$ cat src/gauge_ctl_defines.svh
// Function
// - control command sits at addresses 0x00/0x01
// - request and response words travel low byte first
// - code 0x0000 returns status word
// - code 0x0001 returns part type word
// - codes 0x0002/0x0003 return firmware/hardware versions
// - code 0x0004 returns model grade word
// - code 0x0007 returns previous request code
// - codes 0x0008/0x000C return parameter id/revision
// - code 0x0010 sets deep sleep permit
// - codes 0x0011..0x0014 set/clear idle and off permits
// - code 0x001F triggers open voltage correction
// - code 0x0020 locks access, blocks memory
// - code 0x0021 starts gauging when unlocked
// - code 0x002D toggles calibration when unlocked
// - code 0x0041 resets device when unlocked
// - codes 0x0081/0x0080 start/stop calibration measurement when unlocked and calibration is on
// - code 0x0040 returns lock type value
// - status bits 14/13 show full lock, lock
// - status bit 9 toggles on capacity update
// - status bit 2 set until results ready
// - status bits 1/0 show supply stable, gauging
// - status bits 4/3 show sleep, constant power
// - rate at 0x02/0x03, runtime at 0x04/0x05
`ifndef GAUGE_CTL_DEFINES_SVH
`define GAUGE_CTL_DEFINES_SVH

// ---------------------------------------------------------------
// command addresses
// ---------------------------------------------------------------
`define ADDR_CTL_LO      8'h00
`define ADDR_CTL_HI      8'h01
`define ADDR_RATE_LO     8'h02
`define ADDR_RATE_HI     8'h03
`define ADDR_RUN_LO      8'h04
`define ADDR_RUN_HI      8'h05

// ---------------------------------------------------------------
// request codes
// ---------------------------------------------------------------
`define RC_STATUS        16'h0000
`define RC_PART_TYPE     16'h0001
`define RC_CODE_REV      16'h0002
`define RC_SILICON_REV   16'h0003
`define RC_GRADE         16'h0004
`define RC_LAST_REQ      16'h0007
`define RC_PARAM_ID      16'h0008
`define RC_PARAM_REV     16'h000C
`define RC_ALLOW_SLEEP   16'h0010
`define RC_ALLOW_IDLE    16'h0011
`define RC_FORBID_IDLE   16'h0012
`define RC_ALLOW_OFF     16'h0013
`define RC_FORBID_OFF    16'h0014
`define RC_OCV_CORRECT   16'h001F
`define RC_LOCK          16'h0020
`define RC_START_GAUGE   16'h0021
`define RC_TRIM_TOGGLE   16'h002D
`define RC_LOCK_KIND     16'h0040
`define RC_RESET         16'h0041
`define RC_TRIM_STOP     16'h0080
`define RC_TRIM_START    16'h0081

// ---------------------------------------------------------------
// status word bit positions
// ---------------------------------------------------------------
`define ST_FULL_LOCK     14
`define ST_LOCKED        13
`define ST_TRIM          12
`define ST_CAP_TOGGLE    9
`define ST_OFF_PERMIT    7
`define ST_IDLE_PERMIT   6
`define ST_SLEEP_PERMIT  5
`define ST_IN_SLEEP      4
`define ST_CONST_POWER   3
`define ST_PENDING       2
`define ST_SUPPLY_OK     1
`define ST_GAUGING       0

// ---------------------------------------------------------------
// reset values
// ---------------------------------------------------------------
`define RST_RATE         16'h0000
`define RST_LAST_REQ     16'h0000
`define RST_STATUS       16'h0004

`endif

$ cat src/gauge_ctl_pkg.sv
package gauge_ctl_pkg;
  // address pointer phase for two-byte writes
  typedef enum logic [1:0] {
    IDLE,
    GOT_LO,
    EXEC
  } wr_phase_e;
  typedef logic [15:0] word_t;
endpackage

$ cat src/gauge_control_request_decoder.sv
`timescale 1ns/10ps
`include "gauge_ctl_defines.svh"

module gauge_control_request_decoder
  import gauge_ctl_pkg::*;
#(
  parameter logic [15:0] PART_TYPE   = 16'h1234, // arbitrary value
  parameter logic [15:0] CODE_REV    = 16'h0100, // arbitrary value
  parameter logic [15:0] SILICON_REV = 16'h0002, // arbitrary value
  parameter logic [15:0] GRADE_WORD  = 16'h4141, // arbitrary value
  parameter logic [15:0] LOCK_KIND   = 16'h0000
) (
  // clock and reset
  input  wire logic        sys_clk,
  input  wire logic        rst,
  input  wire logic        clk_en,
  // command byte port from the serial slave
  input  wire logic        wr_stb,
  input  wire logic        rd_stb,
  input  wire logic [7:0]  cmd_addr,
  input  wire logic [7:0]  wr_data,
  output logic      [7:0]  rd_data,
  output logic             rd_valid,
  // gauge core facing inputs
  input  wire logic [15:0] param_set_id,
  input  wire logic [15:0] param_set_rev,
  input  wire logic        capacity_updated,
  input  wire logic        results_ready,
  input  wire logic        standby_exit,
  input  wire logic        supply_stable,
  input  wire logic        in_sleep,
  input  wire logic        const_power_sel,
  input  wire logic        full_lock_in,
  input  wire logic signed [15:0] temperature,
  input  wire logic [15:0] runtime_calc,
  // gauge core facing outputs
  output logic signed [15:0] load_rate_for_runtime,
  output logic             open_voltage_correct,
  output logic             trim_meas_start,
  output logic             trim_meas_stop,
  output logic             device_reset,
  output logic             nvm_blocked,
  output logic [15:0]      gauge_state_word,
  output logic [15:0]      runtime_estimate
);

  // ---------------------------------------------------------------
  // state registers
  // ---------------------------------------------------------------
  word_t       req_lo_ff;          // low byte staged until high byte arrives
  logic        lo_seen_ff;         // low byte of request captured
  word_t       cur_req_ff;         // current request code
  word_t       last_req_ff;        // request before current one
  word_t       rate_ff;            // rate current
  logic        rate_lo_seen_ff;    // low rate byte staged
  logic [7:0]  rate_lo_ff;         // staged rate low byte
  logic        locked_ff;
  logic        trim_ff;
  logic        cap_tog_ff;
  logic        off_ok_ff;
  logic        idle_ok_ff;
  logic        sleep_ok_ff;
  logic        pending_ff;
  logic        gauging_ff;
  logic        ocv_ff;
  logic        tstart_ff;
  logic        tstop_ff;
  logic        dreset_ff;
  logic [7:0]  rd_data_ff;
  logic        rd_valid_ff;
  word_t       status_ff;
  word_t       run_ff;

  // next values
  word_t       nxt_req_lo;
  logic        nxt_lo_seen;
  word_t       nxt_cur_req;
  word_t       nxt_last_req;
  word_t       nxt_rate;
  logic        nxt_rate_lo_seen;
  logic [7:0]  nxt_rate_lo;
  logic        nxt_locked;
  logic        nxt_trim;
  logic        nxt_cap_tog;
  logic        nxt_off_ok;
  logic        nxt_idle_ok;
  logic        nxt_sleep_ok;
  logic        nxt_pending;
  logic        nxt_gauging;
  logic        nxt_ocv;
  logic        nxt_tstart;
  logic        nxt_tstop;
  logic        nxt_dreset;
  logic [7:0]  nxt_rd_data;
  logic        nxt_rd_valid;
  word_t       nxt_status;
  word_t       nxt_run;

  word_t       status_now;         // status as it stands this cycle
  word_t       resp_word;          // answer to current request
  word_t       new_req;            // assembled request code

  // ---------------------------------------------------------------
  // status word assembly
  // ---------------------------------------------------------------
  // live status bits; the output port sees them one clock later
  always_comb begin
    status_now = 16'h0000;
    status_now[`ST_FULL_LOCK]    = full_lock_in & locked_ff;
    status_now[`ST_LOCKED]       = locked_ff;
    status_now[`ST_TRIM]         = trim_ff;
    status_now[`ST_CAP_TOGGLE]   = cap_tog_ff;
    status_now[`ST_OFF_PERMIT]   = off_ok_ff;
    status_now[`ST_IDLE_PERMIT]  = idle_ok_ff;
    status_now[`ST_SLEEP_PERMIT] = sleep_ok_ff;
    status_now[`ST_IN_SLEEP]     = in_sleep;
    status_now[`ST_CONST_POWER]  = const_power_sel;
    status_now[`ST_PENDING]      = pending_ff;
    status_now[`ST_SUPPLY_OK]    = supply_stable;
    status_now[`ST_GAUGING]      = gauging_ff;
  end

  // ---------------------------------------------------------------
  // response selection for read requests
  // ---------------------------------------------------------------
  // action codes read back as zero; only the history keeps them
  always_comb begin
    case (cur_req_ff)
      `RC_STATUS:      resp_word = status_now;
      `RC_PART_TYPE:   resp_word = PART_TYPE;
      `RC_CODE_REV:    resp_word = CODE_REV;
      `RC_SILICON_REV: resp_word = SILICON_REV;
      `RC_GRADE:       resp_word = GRADE_WORD;
      `RC_LAST_REQ:    resp_word = last_req_ff;
      `RC_PARAM_ID:    resp_word = param_set_id;
      `RC_PARAM_REV:   resp_word = param_set_rev;
      `RC_LOCK_KIND:   resp_word = LOCK_KIND;
      default:         resp_word = 16'h0000;
    endcase
  end

  // ---------------------------------------------------------------
  // next state: request capture, decode, readback
  // ---------------------------------------------------------------
  always_comb begin
    nxt_req_lo       = req_lo_ff;
    nxt_lo_seen      = lo_seen_ff;
    nxt_cur_req      = cur_req_ff;
    nxt_last_req     = last_req_ff;
    nxt_rate         = rate_ff;
    nxt_rate_lo_seen = rate_lo_seen_ff;
    nxt_rate_lo      = rate_lo_ff;
    nxt_locked       = locked_ff;
    nxt_trim         = trim_ff;
    nxt_off_ok       = off_ok_ff;
    nxt_idle_ok      = idle_ok_ff;
    nxt_sleep_ok     = sleep_ok_ff;
    nxt_gauging      = gauging_ff;
    nxt_ocv          = 1'b0;
    nxt_tstart       = 1'b0;
    nxt_tstop        = 1'b0;
    nxt_dreset       = 1'b0;
    nxt_rd_data      = rd_data_ff;
    nxt_rd_valid     = 1'b0;
    new_req          = {wr_data, req_lo_ff[7:0]};
    // capacity update flips the toggle bit
    nxt_cap_tog      = cap_tog_ff ^ capacity_updated;
    // pending set on restart, cleared when results come in
    nxt_pending      = pending_ff;
    if (results_ready) begin
      nxt_pending = 1'b0;
    end
    if (standby_exit) begin
      nxt_pending = 1'b1;
    end
    if (wr_stb) begin
      case (cmd_addr)
        // low byte of request first
        `ADDR_CTL_LO: begin
          nxt_req_lo  = {8'h00, wr_data};
          nxt_lo_seen = 1'b1;
        end
        // high byte completes the request
        `ADDR_CTL_HI: begin
          if (lo_seen_ff) begin
            nxt_lo_seen  = 1'b0;
            // unknown codes still enter the readback history
            nxt_last_req = cur_req_ff;
            nxt_cur_req  = new_req;
            case (new_req)
              `RC_ALLOW_SLEEP:  nxt_sleep_ok = 1'b1;
              `RC_ALLOW_IDLE:   nxt_idle_ok  = 1'b1;
              `RC_FORBID_IDLE:  nxt_idle_ok  = 1'b0;
              `RC_ALLOW_OFF:    nxt_off_ok   = 1'b1;
              `RC_FORBID_OFF:   nxt_off_ok   = 1'b0;
              `RC_OCV_CORRECT:  nxt_ocv      = 1'b1;
              // lock has no way back short of rst
              `RC_LOCK:         nxt_locked   = 1'b1;
              // unlocked-only codes, ignored while locked
              `RC_START_GAUGE: begin
                if (!locked_ff) begin
                  nxt_gauging = 1'b1;
                  nxt_pending = 1'b1;
                end
              end
              `RC_TRIM_TOGGLE: begin
                if (!locked_ff) begin
                  nxt_trim = ~trim_ff;
                end
              end
              // reset is a request to the power-on logic, not to this block
              `RC_RESET: begin
                if (!locked_ff) begin
                  nxt_dreset = 1'b1;
                end
              end
              `RC_TRIM_START: begin
                if (!locked_ff && trim_ff) begin
                  nxt_tstart = 1'b1;
                end
              end
              `RC_TRIM_STOP: begin
                if (!locked_ff && trim_ff) begin
                  nxt_tstop = 1'b1;
                end
              end
              // read codes and unknown codes act on nothing
              default: begin
                nxt_ocv = 1'b0;
              end
            endcase
          end
        end
        // rate current, low byte staged
        `ADDR_RATE_LO: begin
          nxt_rate_lo      = wr_data;
          nxt_rate_lo_seen = 1'b1;
        end
        // high byte commits the staged low byte as one word
        `ADDR_RATE_HI: begin
          if (rate_lo_seen_ff) begin
            nxt_rate         = {wr_data, rate_lo_ff};
            nxt_rate_lo_seen = 1'b0;
          end
        end
        default: begin
          nxt_lo_seen = lo_seen_ff;
        end
      endcase
    end
    // answer bytes keep the low-then-high order of the writes
    if (rd_stb) begin
      nxt_rd_valid = 1'b1;
      case (cmd_addr)
        `ADDR_CTL_LO:  nxt_rd_data = resp_word[7:0];
        `ADDR_CTL_HI:  nxt_rd_data = resp_word[15:8];
        `ADDR_RATE_LO: nxt_rd_data = rate_ff[7:0];
        `ADDR_RATE_HI: nxt_rd_data = rate_ff[15:8];
        `ADDR_RUN_LO:  nxt_rd_data = run_ff[7:0];
        `ADDR_RUN_HI:  nxt_rd_data = run_ff[15:8];
        default:       nxt_rd_data = 8'h00;
      endcase
    end
    // status output lags the live word by one clock
    nxt_status = status_now;
    // runtime comes from the gauge core, which sees rate and temperature
    nxt_run    = runtime_calc;
  end

  // ---------------------------------------------------------------
  // registers, frozen while clk_en is low
  // ---------------------------------------------------------------
  // synchronous reset wins over the clock enable
  always_ff @(posedge sys_clk) begin
    if (rst) begin
      req_lo_ff       <= 16'h0000;
      lo_seen_ff      <= 1'b0;
      cur_req_ff      <= `RST_LAST_REQ;
      last_req_ff     <= `RST_LAST_REQ;
      rate_ff         <= `RST_RATE;
      rate_lo_seen_ff <= 1'b0;
      rate_lo_ff      <= 8'h00;
      locked_ff       <= 1'b0;
      trim_ff         <= 1'b0;
      cap_tog_ff      <= 1'b0;
      off_ok_ff       <= 1'b0;
      idle_ok_ff      <= 1'b0;
      sleep_ok_ff     <= 1'b0;
      pending_ff      <= 1'b1;       // pending after power-on
      gauging_ff      <= 1'b0;
      ocv_ff          <= 1'b0;
      tstart_ff       <= 1'b0;
      tstop_ff        <= 1'b0;
      dreset_ff       <= 1'b0;
      rd_data_ff      <= 8'h00;
      rd_valid_ff     <= 1'b0;
      status_ff       <= `RST_STATUS;
      run_ff          <= 16'h0000;
    end else if (clk_en) begin
      req_lo_ff       <= nxt_req_lo;
      lo_seen_ff      <= nxt_lo_seen;
      cur_req_ff      <= nxt_cur_req;
      last_req_ff     <= nxt_last_req;
      rate_ff         <= nxt_rate;
      rate_lo_seen_ff <= nxt_rate_lo_seen;
      rate_lo_ff      <= nxt_rate_lo;
      locked_ff       <= nxt_locked;
      trim_ff         <= nxt_trim;
      cap_tog_ff      <= nxt_cap_tog;
      off_ok_ff       <= nxt_off_ok;
      idle_ok_ff      <= nxt_idle_ok;
      sleep_ok_ff     <= nxt_sleep_ok;
      pending_ff      <= nxt_pending;
      gauging_ff      <= nxt_gauging;
      ocv_ff          <= nxt_ocv;
      tstart_ff       <= nxt_tstart;
      tstop_ff        <= nxt_tstop;
      dreset_ff       <= nxt_dreset;
      rd_data_ff      <= nxt_rd_data;
      rd_valid_ff     <= nxt_rd_valid;
      status_ff       <= nxt_status;
      run_ff          <= nxt_run;
    end
  end

  // ---------------------------------------------------------------
  // outputs straight from flops
  // ---------------------------------------------------------------
  // every port below reads a register, never a decode
  assign rd_data               = rd_data_ff;
  assign rd_valid              = rd_valid_ff;
  assign load_rate_for_runtime = rate_ff;
  assign open_voltage_correct  = ocv_ff;
  assign trim_meas_start       = tstart_ff;
  assign trim_meas_stop        = tstop_ff;
  assign device_reset          = dreset_ff;
  assign nvm_blocked           = locked_ff;
  assign gauge_state_word      = status_ff;
  assign runtime_estimate      = run_ff;

  // temperature is consumed by the gauge core's runtime calc, which pairs
  // it with the rate current; folded to one bit so the port has a reader
  logic unused_temp;
  assign unused_temp = ^temperature;

endmodule // gauge_control_request_decoder

$ cat config.mk
export PLATFORM = sky130hd
export DESIGN_NAME = gauge_control_request_decoder
export DESIGN_NICKNAME = d
export VERILOG_FILES = /design/src/gauge_ctl_pkg.sv /design/src/gauge_control_request_decoder.sv
export VERILOG_INCLUDE_DIRS = /design/src
export SDC_FILE = /design/constraint.sdc
export NUM_CORES = 1
export LEC_CHECK = 0
export BUFFER_PORTS_ARGS = -buffer_cell sky130_fd_sc_hd__buf_2
export CAP_MARGIN = 5
export CELL_PAD_IN_SITES_DETAIL_PLACEMENT = 0
export CELL_PAD_IN_SITES_GLOBAL_PLACEMENT = 2
export CORE_ASPECT_RATIO = 0.6
export CORE_MARGIN = 5
export CORE_UTILIZATION = 27
export DETAILED_ROUTE_END_ITERATION = 10
export PLACE_DENSITY_LB_ADDON = 0.25
export SYNTH_ARGS = -nofsm -noshare
export SYNTH_HDL_FRONTEND = slang
export SYNTH_SLANG_ARGS = --single-unit
$ cat constraint.sdc
create_clock -name sys_clk -period 2.4 [get_ports sys_clk]
set_input_delay 0.72 -clock sys_clk [delete_from_list [all_inputs] [get_ports sys_clk]]
set_output_delay 0.72 -clock sys_clk [all_outputs]
set_load 0.05 [all_outputs]
==> results of run 1 <==
## path summary, 6_finish.rpt
kind                     endpoint  slack, ns  depth (start not counted)
hold / removal    last_req_ff[11]       0.45                          2
setup / recovery        off_ok_ff       0.11                          6
hold reg to reg   last_req_ff[11]       0.45                          2
setup reg to reg       rd_data[6]       0.17                          6
## logic make-up (layout without fill, tap and decap cells)
kind of cell / count (synthesis) / after routing / synth area share
compound gates: 130 / 130 / 0.152
mux: 77 / 77 / 0.144
flops: 115 / 115 / 0.428
buf+inv: 57 / 235 / 0.0451
other cells: 1 / 5 / 0.000697
xor+xnor: 2 / 2 / 0.00326
simple gates: 242 / 242 / 0.228
## through the flow
step	TNS, ns	power (mW)	setup WS [ns]
global route	0	5.10	0.0188
floorplan	-0.0904	2.21	-0.0316
global placement	-2.43	2.38	-0.254
detailed placement	-4.35	2.38	-0.290
finish	0	4.92	0.115
CTS	0	4.97	0.121
## power breakdown
| group | internal (mW) | leakage [nW] | switching, mW | total [mW] |
|---|---|---|---|---|
| combinational | 0.133 | 1.73 | 0.254 | 0.387 |
| clock | 1.64 | 0.284 | 0.946 | 2.58 |
| sequential | 1.93 | 0.931 | 0.0194 | 1.95 |
| total | 3.70 | 2.94 | 1.22 | 4.92 |
## area by class of cell
cell class | instances | area share
Antenna cell | 1 | 0.000342
Multi-Input combinational cell | 455 | 0.392
Clock inverter | 12 | 0.0217
Tap cell | 273 | 0.0467
Timing Repair Buffer | 197 | 0.162
Inverter | 6 | 0.00308
Sequential cell | 115 | 0.315
Clock buffer | 20 | 0.0597
## critical path: stages
cell and delay (ns):
buf_2 0.12, or4_1 0.53, or4_4 0.55, nor4_4 0.31
a41oi_1 0.18, a211oi_1 0.21
## timing repair
action,4_1_cts,5_1_grt
setup buffers,0,0
gates resized for setup,0,1
endpoints found under the setup margin,0,1
## layer usage
layer | track usage | share of wire | vias up
met3 | 0.0439 | 0.069 | 20
li1 | - | - | 2555
met5 | 0 | 0.00058 | -
met4 | 0.0423 | 0.011 | 2
met2 | 0.241 | 0.39 | 179
met1 | 0.283 | 0.53 | 2536
## registers in the layout (all words and copies together) (netlist names), 8 cells and up
| signal | cells |
|---|---|
| runtime_estimate | 16 |
| cur_req_ff | 16 |
| load_rate_for_runtime | 16 |
| rd_data | 8 |
| req_lo_ff | 8 |
| rate_lo_ff | 8 |
| last_req_ff | 16 |
| gauge_state_word | 12 |
## cell usage in the layout (no fill, tap or decap), drive strengths merged, types with 4 or more instances in the layout
cell and count:
a21oi 62, a221oi 5, a22oi 7, and2 5, buf 197, clkbuf 20
clkinv 7, conb 4, dfxtp 115, inv 6, mux2i 75, nand2 101
nand2b 8, nand3 5, nand4b 8, nor2 65, nor3 6, nor4 17
o21ai 15, o22ai 7, o2bb2ai 5, or3 5, or4 7
==> metrics.cfg, run 1 <==
[cts]
postCtsHoldBufs = 0
cts_root_buffer = clkbuf_16
clkSlewWorstSetupHoldPaths_ns = 0.06
cts_num_sinks = 115
htree_levels = 4
cts_tree = built
clock_latency_ns = 0.41
cts_buffers = 17
cts_buffer_depth = 2

[sta]
slew_headroom = 0.602
fmax_mhz = 438
worst_slew_pin_slew_ns = 0.591
min_period_ns = 2.29
fin_skew_ns = 0.0152
setup_viol = 0
whs_ns = 0.451
rsz0062_at_grt = no
hold_viol_final = 0
finalCritPeriodShare = 0.952
final-max-slew-violation-count = 0

[global_routing]
grt_max_degree = 33
antenna_found_initial = 1
grt_pass1_wl_um = 31300
grt_use_total = 0.180
grt_pass1_vias = 5149
grt_overflow = 0

[synthesis]
ys_seq_area_frac = 0.428
netlist_instances = 624
synth_cell_types = 61
synth_commonest_cells = dfxtp_1 (115), nand2_1 (101), mux2i_1 (75)
synth_area_leaders = dfxtp_1 (43%), mux2i_1 (14%), nand2_1 (7.0%)
synth_area_mm2 = 0.00538
synth.largest_area_cell = dfxtp_1
synth_edf_count = 0
syn_area_per_cell_um2 = 8.62
synth_ff_type = dfxtp_1
netlist.area_leader.share = 0.428
yosys_warnings = 0
synth_seq_cells = 115
yosysMostFrequentCell = dfxtp_1
async_flop_share = 0

[die]
core-area_mm2 = 0.0198
ios = 154
start_util = 0.272
die_h_um = 119
die_area_mm2 = 0.0229
rows = 40
chipWidth_um = 192

[placement]
io_buffers = 133
place_hpwl_um = 16100
routabilityCongestion = 0.835
dpl_cell_area_mm2 = 0.00671
dpl.cell_count = 1046

[run]
cap_violations = 0

[routing]
drtAntennaViolNets = 0
wirelength_um = 20800
avgRoutedWirePerCell_um = 19.3
drc = 0
viasPerCell = 4.90
num_vias = 5292
dr.first_iter.drc_count = 381
first_pass_iters = 7

[critical_path]
worstSetupEndpointType = flip-flop
r2r-start = cur_req_ff[14]
start_kind = input port
critical_path_required_ns = 2.72
critPathMaxFanout = 6
arrival_ns = 2.61
critical_path_class = in2reg
cp-startpoint = wr_data[0]

[final_layout]
multi_input_comb_area_mm2 = 0.00287
utilization = 0.369
stdcell_area_mm2 = 0.00732
nets = 884
nFillCells = 2071
final_cells = 1079
drive_above_1_share = 0.302
areaGrowthSynthToFinish_pct = 35.9
regArea_mm2 = 0.00230

[status]
status = finished, final reports clean

[power]
p_per_area_mw_per_mm2 = 673
cellLeakagePower_nw = 2.94
vdd_drop_max_uv = 483

[hold_path]
min_from = last_req_ff[11]
hold_path.class = reg2reg

Power figures use the tool's default switching activity.
==> run 2: changes to the inputs <==
--- a/config.mk
+++ b/config.mk
@@ -13,7 +13,9 @@
 export CORE_ASPECT_RATIO = 0.6
 export CORE_MARGIN = 5
 export CORE_UTILIZATION = 27
+export CTS_CLUSTER_DIAMETER = 40
 export DETAILED_ROUTE_END_ITERATION = 10
+export GPL_TIMING_DRIVEN = 0
 export PLACE_DENSITY_LB_ADDON = 0.25
 export SYNTH_ARGS = -nofsm -noshare
 export SYNTH_HDL_FRONTEND = slang
==> run 2 against run 1 <==
Effect of this change:
- maximum frequency shrank 2.1%
- die area is the same
- sequential share of layout area grew 0.51 points
- register-to-register slack lost 0.06 ns
- non-clock buffer count shrank 4
- utilization shrank 0.59 points
- clock power shrank 3%
- global-route usage grew 1.3 points
- critical path type unchanged
- critical endpoint is now pending_ff
- largest cell class unchanged
- highest routed layer is now met4
==> metrics.cfg, run 2 (same netlist as run 1, synthesis figures left out) <==
[cts]
clkSlewWorstSetupHoldPaths_ns = 0.05
cts_num_sinks = 115
clock_latency_ns = 0.42
cts_tree = built
cts_buffers = 17
htree_levels = 4
cts_buffer_depth = 2
cts_root_buffer = clkbuf_16

[global_routing]
grt_pass1_wl_um = 32800
grt_pass1_vias = 5236
grt_max_degree = 17
grt_use_total = 0.193
grt_overflow = 0
antenna_found_initial = 0

[final_layout]
drive_above_1_share = 0.276
final_cells = 1074
layout_commonest_cell = buf_2
areaGrowthSynthToFinish_pct = 33.8
nFillCells = 2096
nets = 880
stdcell_area_mm2 = 0.00720
n_antenna_cell = 0
mostFrequentLayoutCells = buf_2 (135), dfxtp_1 (115), nand2_1 (99)

[critical_path]
worstSetupEndpointType = flip-flop
critical_path_class = in2reg
start_kind = input port
arrival_ns = 2.69
critPathMaxFanout = 5
critical_path_required_ns = 2.75

[routing]
dr.first_iter.drc_count = 393
avgRoutedWirePerCell_um = 20.8
viasPerCell = 4.96
drc = 0
num_vias = 5331
wirelength_um = 22400
first_pass_iters = 5
drtAntennaViolNets = 0

[power]
vdd_drop_max_uv = 455
cellLeakagePower_nw = 2.83
p_per_area_mw_per_mm2 = 673

[sta]
worst_slew_pin_slew_ns = 1.02
hold_viol_final = 0
setup_viol = 0
fmax_mhz = 428
fin_skew_ns = 0.0118
rsz0062_at_grt = no
slew_headroom = 0.320
min_period_ns = 2.33
final-max-slew-violation-count = 0
finalCritPeriodShare = 0.972

[die]
rows = 40
chipWidth_um = 192
die_h_um = 119
ios = 154
core-area_mm2 = 0.0198
die_area_mm2 = 0.0229
start_util = 0.272

[placement]
io_buffers = 132
place_hpwl_um = 17500
dpl_cell_area_mm2 = 0.00640
dpl.cell_count = 1032
routabilityCongestion = 0.921

[status]
status = finished, final reports clean

[run]
cap_violations = 0

[hold_path]
hold_path.class = reg2reg

[run 2: metrics by stage]
step	setup TNS, ns	hold slack (ns)	worst slack (ns)	utilization	power [mW]
global route	0	0.477	0.00210	0.363	5.00
global placement	-54.94	0.440	-1.01	0.323	2.38
CTS	0	0.455	0.00801	0.358	4.87
finish	0	0.451	0.0662	0.363	4.85
detailed placement	-53.87	0.447	-0.960	0.323	2.38
floorplan	-0.0904	0.431	-0.0316	-	2.21
[run 2: final timing paths]
path                   from  slack [ns]        endpoint  cells past startpoint
max              wr_data[2]        0.07      pending_ff                      7
min          last_req_ff[5]        0.45  last_req_ff[5]                      2
max reg2reg   cur_req_ff[1]        0.11      rd_data[2]                      6
min reg2reg  last_req_ff[5]        0.45  last_req_ff[5]                      2
[run 2: final cells by class]
type	instances	area, um2	area share
Multi-Input combinational cell	455	2940	0.408
Sequential cell	115	2300	0.320
Timing Repair Buffer	145	785	0.109
Clock buffer	19	443	0.0615
Tap cell	273	342	0.0475
Buffer	48	229	0.0318
Clock inverter	13	135	0.0188
Inverter	6	22.5	0.00313
[run 2: report_power, final]
group          internal, mW  switching [mW]
combinational         0.129           0.269
sequential             1.93          0.0186
clock                  1.55           0.947
[run 2: repair_timing]
action | in CTS | in global routing
pin swaps | 5 | 5
endpoints found under the setup margin | 59 | 46
hold buffers | 0 | 0
gates resized for setup | 13 | 29
setup buffers | 8 | 5
[run 2: worst max-delay path, cell delays in order]
cell and delay (ns):
buf_4 0.15, or4_4 0.49, or4_4 0.56, nor4_4 0.32, nand4b_1 0.18, buf_4 0.21
nand2_2 0.05
[run 2: metal layers]
layer	part of all wire	track usage
met5	0	0
met4	0.0078	0.0401
met3	0.070	0.0442
met2	0.38	0.250
met1	0.54	0.315
==> run 3: changes to the inputs <==
--- a/config.mk
+++ b/config.mk
@@ -11,7 +11,7 @@
 export CELL_PAD_IN_SITES_DETAIL_PLACEMENT = 0
 export CELL_PAD_IN_SITES_GLOBAL_PLACEMENT = 2
 export CORE_ASPECT_RATIO = 0.6
-export CORE_MARGIN = 5
+export CORE_MARGIN = 4
 export CORE_UTILIZATION = 27
 export CTS_CLUSTER_DIAMETER = 40
 export DETAILED_ROUTE_END_ITERATION = 10
==> run 3 against run 2 <==
Effect of this change:
- worst hold slack improved by 0.0033 ns
- clock power barely moved
- sequential share of layout area rose by 0.10 points
- utilization rose by 0.91 points
- maximum frequency fell by 1.5%
- via count rose by 1.2%
- final cell count fell by 0.84%
- sequential cell count did not move
- design area fell by 0.31%
- sequential power barely moved
- register-to-register slack improved by 0.02 ns
- first-iteration DRC count rose by 7.4%
- critical path type unchanged
- critical endpoint unchanged
- highest routed layer unchanged
==> metrics.cfg, run 3 (same netlist as run 1, synthesis figures left out) <==
[final_layout]
layout_commonest_cell = buf_2
nFillCells = 1997
stdcell_area_mm2 = 0.00718
areaGrowthSynthToFinish_pct = 33.3
nets = 878
mostFrequentLayoutCells = buf_2 (133), dfxtp_1 (115), nand2_1 (100)
n_antenna_cell = 0
utilization = 0.372
drive_above_1_share = 0.273

[critical_path]
worstSetupEndpointType = flip-flop
critical_path_required_ns = 2.75
start_kind = input port
r2r-start = cur_req_ff[6]
r2r_cells = 7
arrival_ns = 2.72
critPathMaxFanout = 5
cp-startpoint = wr_data[3]
critical_path_class = in2reg

[routing]
num_vias = 5397
drtAntennaViolNets = 0
drc = 0
first_pass_iters = 5
avgRoutedWirePerCell_um = 21.2
wirelength_um = 22500
viasPerCell = 5.07
dr.first_iter.drc_count = 422

[global_routing]
grt_pass1_vias = 5216
grt_use_total = 0.198
grt_max_degree = 17
grt_overflow = 0
antenna_found_initial = 0
grt_pass1_wl_um = 33200

[run]
cap_violations = 0

[placement]
place_hpwl_um = 17400
io_buffers = 132
dpl_cell_area_mm2 = 0.00639
routabilityCongestion = 0.952
pre_cts_slack_ns = -1.03

[sta]
final-max-slew-violation-count = 0
worst_slew_pin_slew_ns = 1.01
whs_ns = 0.454
fin_skew_ns = 0.0133
fmax_mhz = 422
hold_viol_final = 0
slew_headroom = 0.325
rsz0062_at_grt = yes
setup_slack_ns = 0.0298
min_period_ns = 2.37
finalCritPeriodShare = 0.988
setup_viol = 0

[die]
chipWidth_um = 190
ios = 154
core-area_mm2 = 0.0193
die_area_mm2 = 0.0223
die_h_um = 117
start_util = 0.279
rows = 39

[cts]
postCtsHoldBufs = 0
htree_levels = 4
cts_buffers = 17
cts_buffer_depth = 2
clock_latency_ns = 0.42
cts_num_sinks = 115
cts_root_buffer = clkbuf_16
clkSlewWorstSetupHoldPaths_ns = 0.06
cts_tree = built

[status]
status = finished, final reports clean

[power]
p_per_area_mw_per_mm2 = 679
power_mw = 4.87
cellLeakagePower_nw = 2.82
vdd_drop_max_uv = 423

[hold_path]
hold_path.class = reg2reg
min_from = last_req_ff[1]
hold_path_depth = 2

==> run 3: layout make-up <==
class                   instances  area [um2]  area share
clock buffers                  23         478      0.0666
multi-input cells             455        2930       0.409
flip-flops and latches        115        2300       0.321
inverters                       6        22.5     0.00314
clock inverters                 9         104      0.0145
well taps                     266         333      0.0464
repair buffers                141         751       0.105
plain buffers                  50         254      0.0354
==> run 3: report_power, final <==
group | internal [mW] | switching, mW | total, mW | leakage [nW]
combinational | 0.127 | 0.267 | 0.395 | 1.61
clock | 1.60 | 0.922 | 2.53 | 0.283
sequential | 1.93 | 0.0186 | 1.95 | 0.931
==> run 3: through the flow <==
step	std cells	TNS, ns
after CTS	1062	0
after floorplan	627	-0.0904
after global placement	1025	-54.65
final	1065	0
after detailed placement	1025	-55.57
after global routing	1065	-0.207
==> run 3: final timing paths <==
check                                 endpoint  slack (ns)
worst max-delay path                pending_ff        0.03
worst min-delay path            last_req_ff[1]        0.45
worst max register to register      rd_data[6]        0.13
worst min register to register  last_req_ff[1]        0.45
==> run 3: metal layers <==
metal  global-route usage  routed length, um
met5                    0                  0
met4               0.0507                271
met3               0.0606               2040
met2                0.251               8450
met1                0.315              11800
==> run 3: what timing repair did <==
action	CTS	global route
setup endpoints to repair	56	60
setup buffers	5	4
pin swaps	7	8
gates resized for setup	15	46
==> run 3: worst max-delay path, cell delays in order <==
cell and delay (ns):
buf_6 0.11, or4_4 0.53, or4_4 0.57, nor4_4 0.34
nand4b_1 0.19, buf_4 0.21, nand2_1 0.05
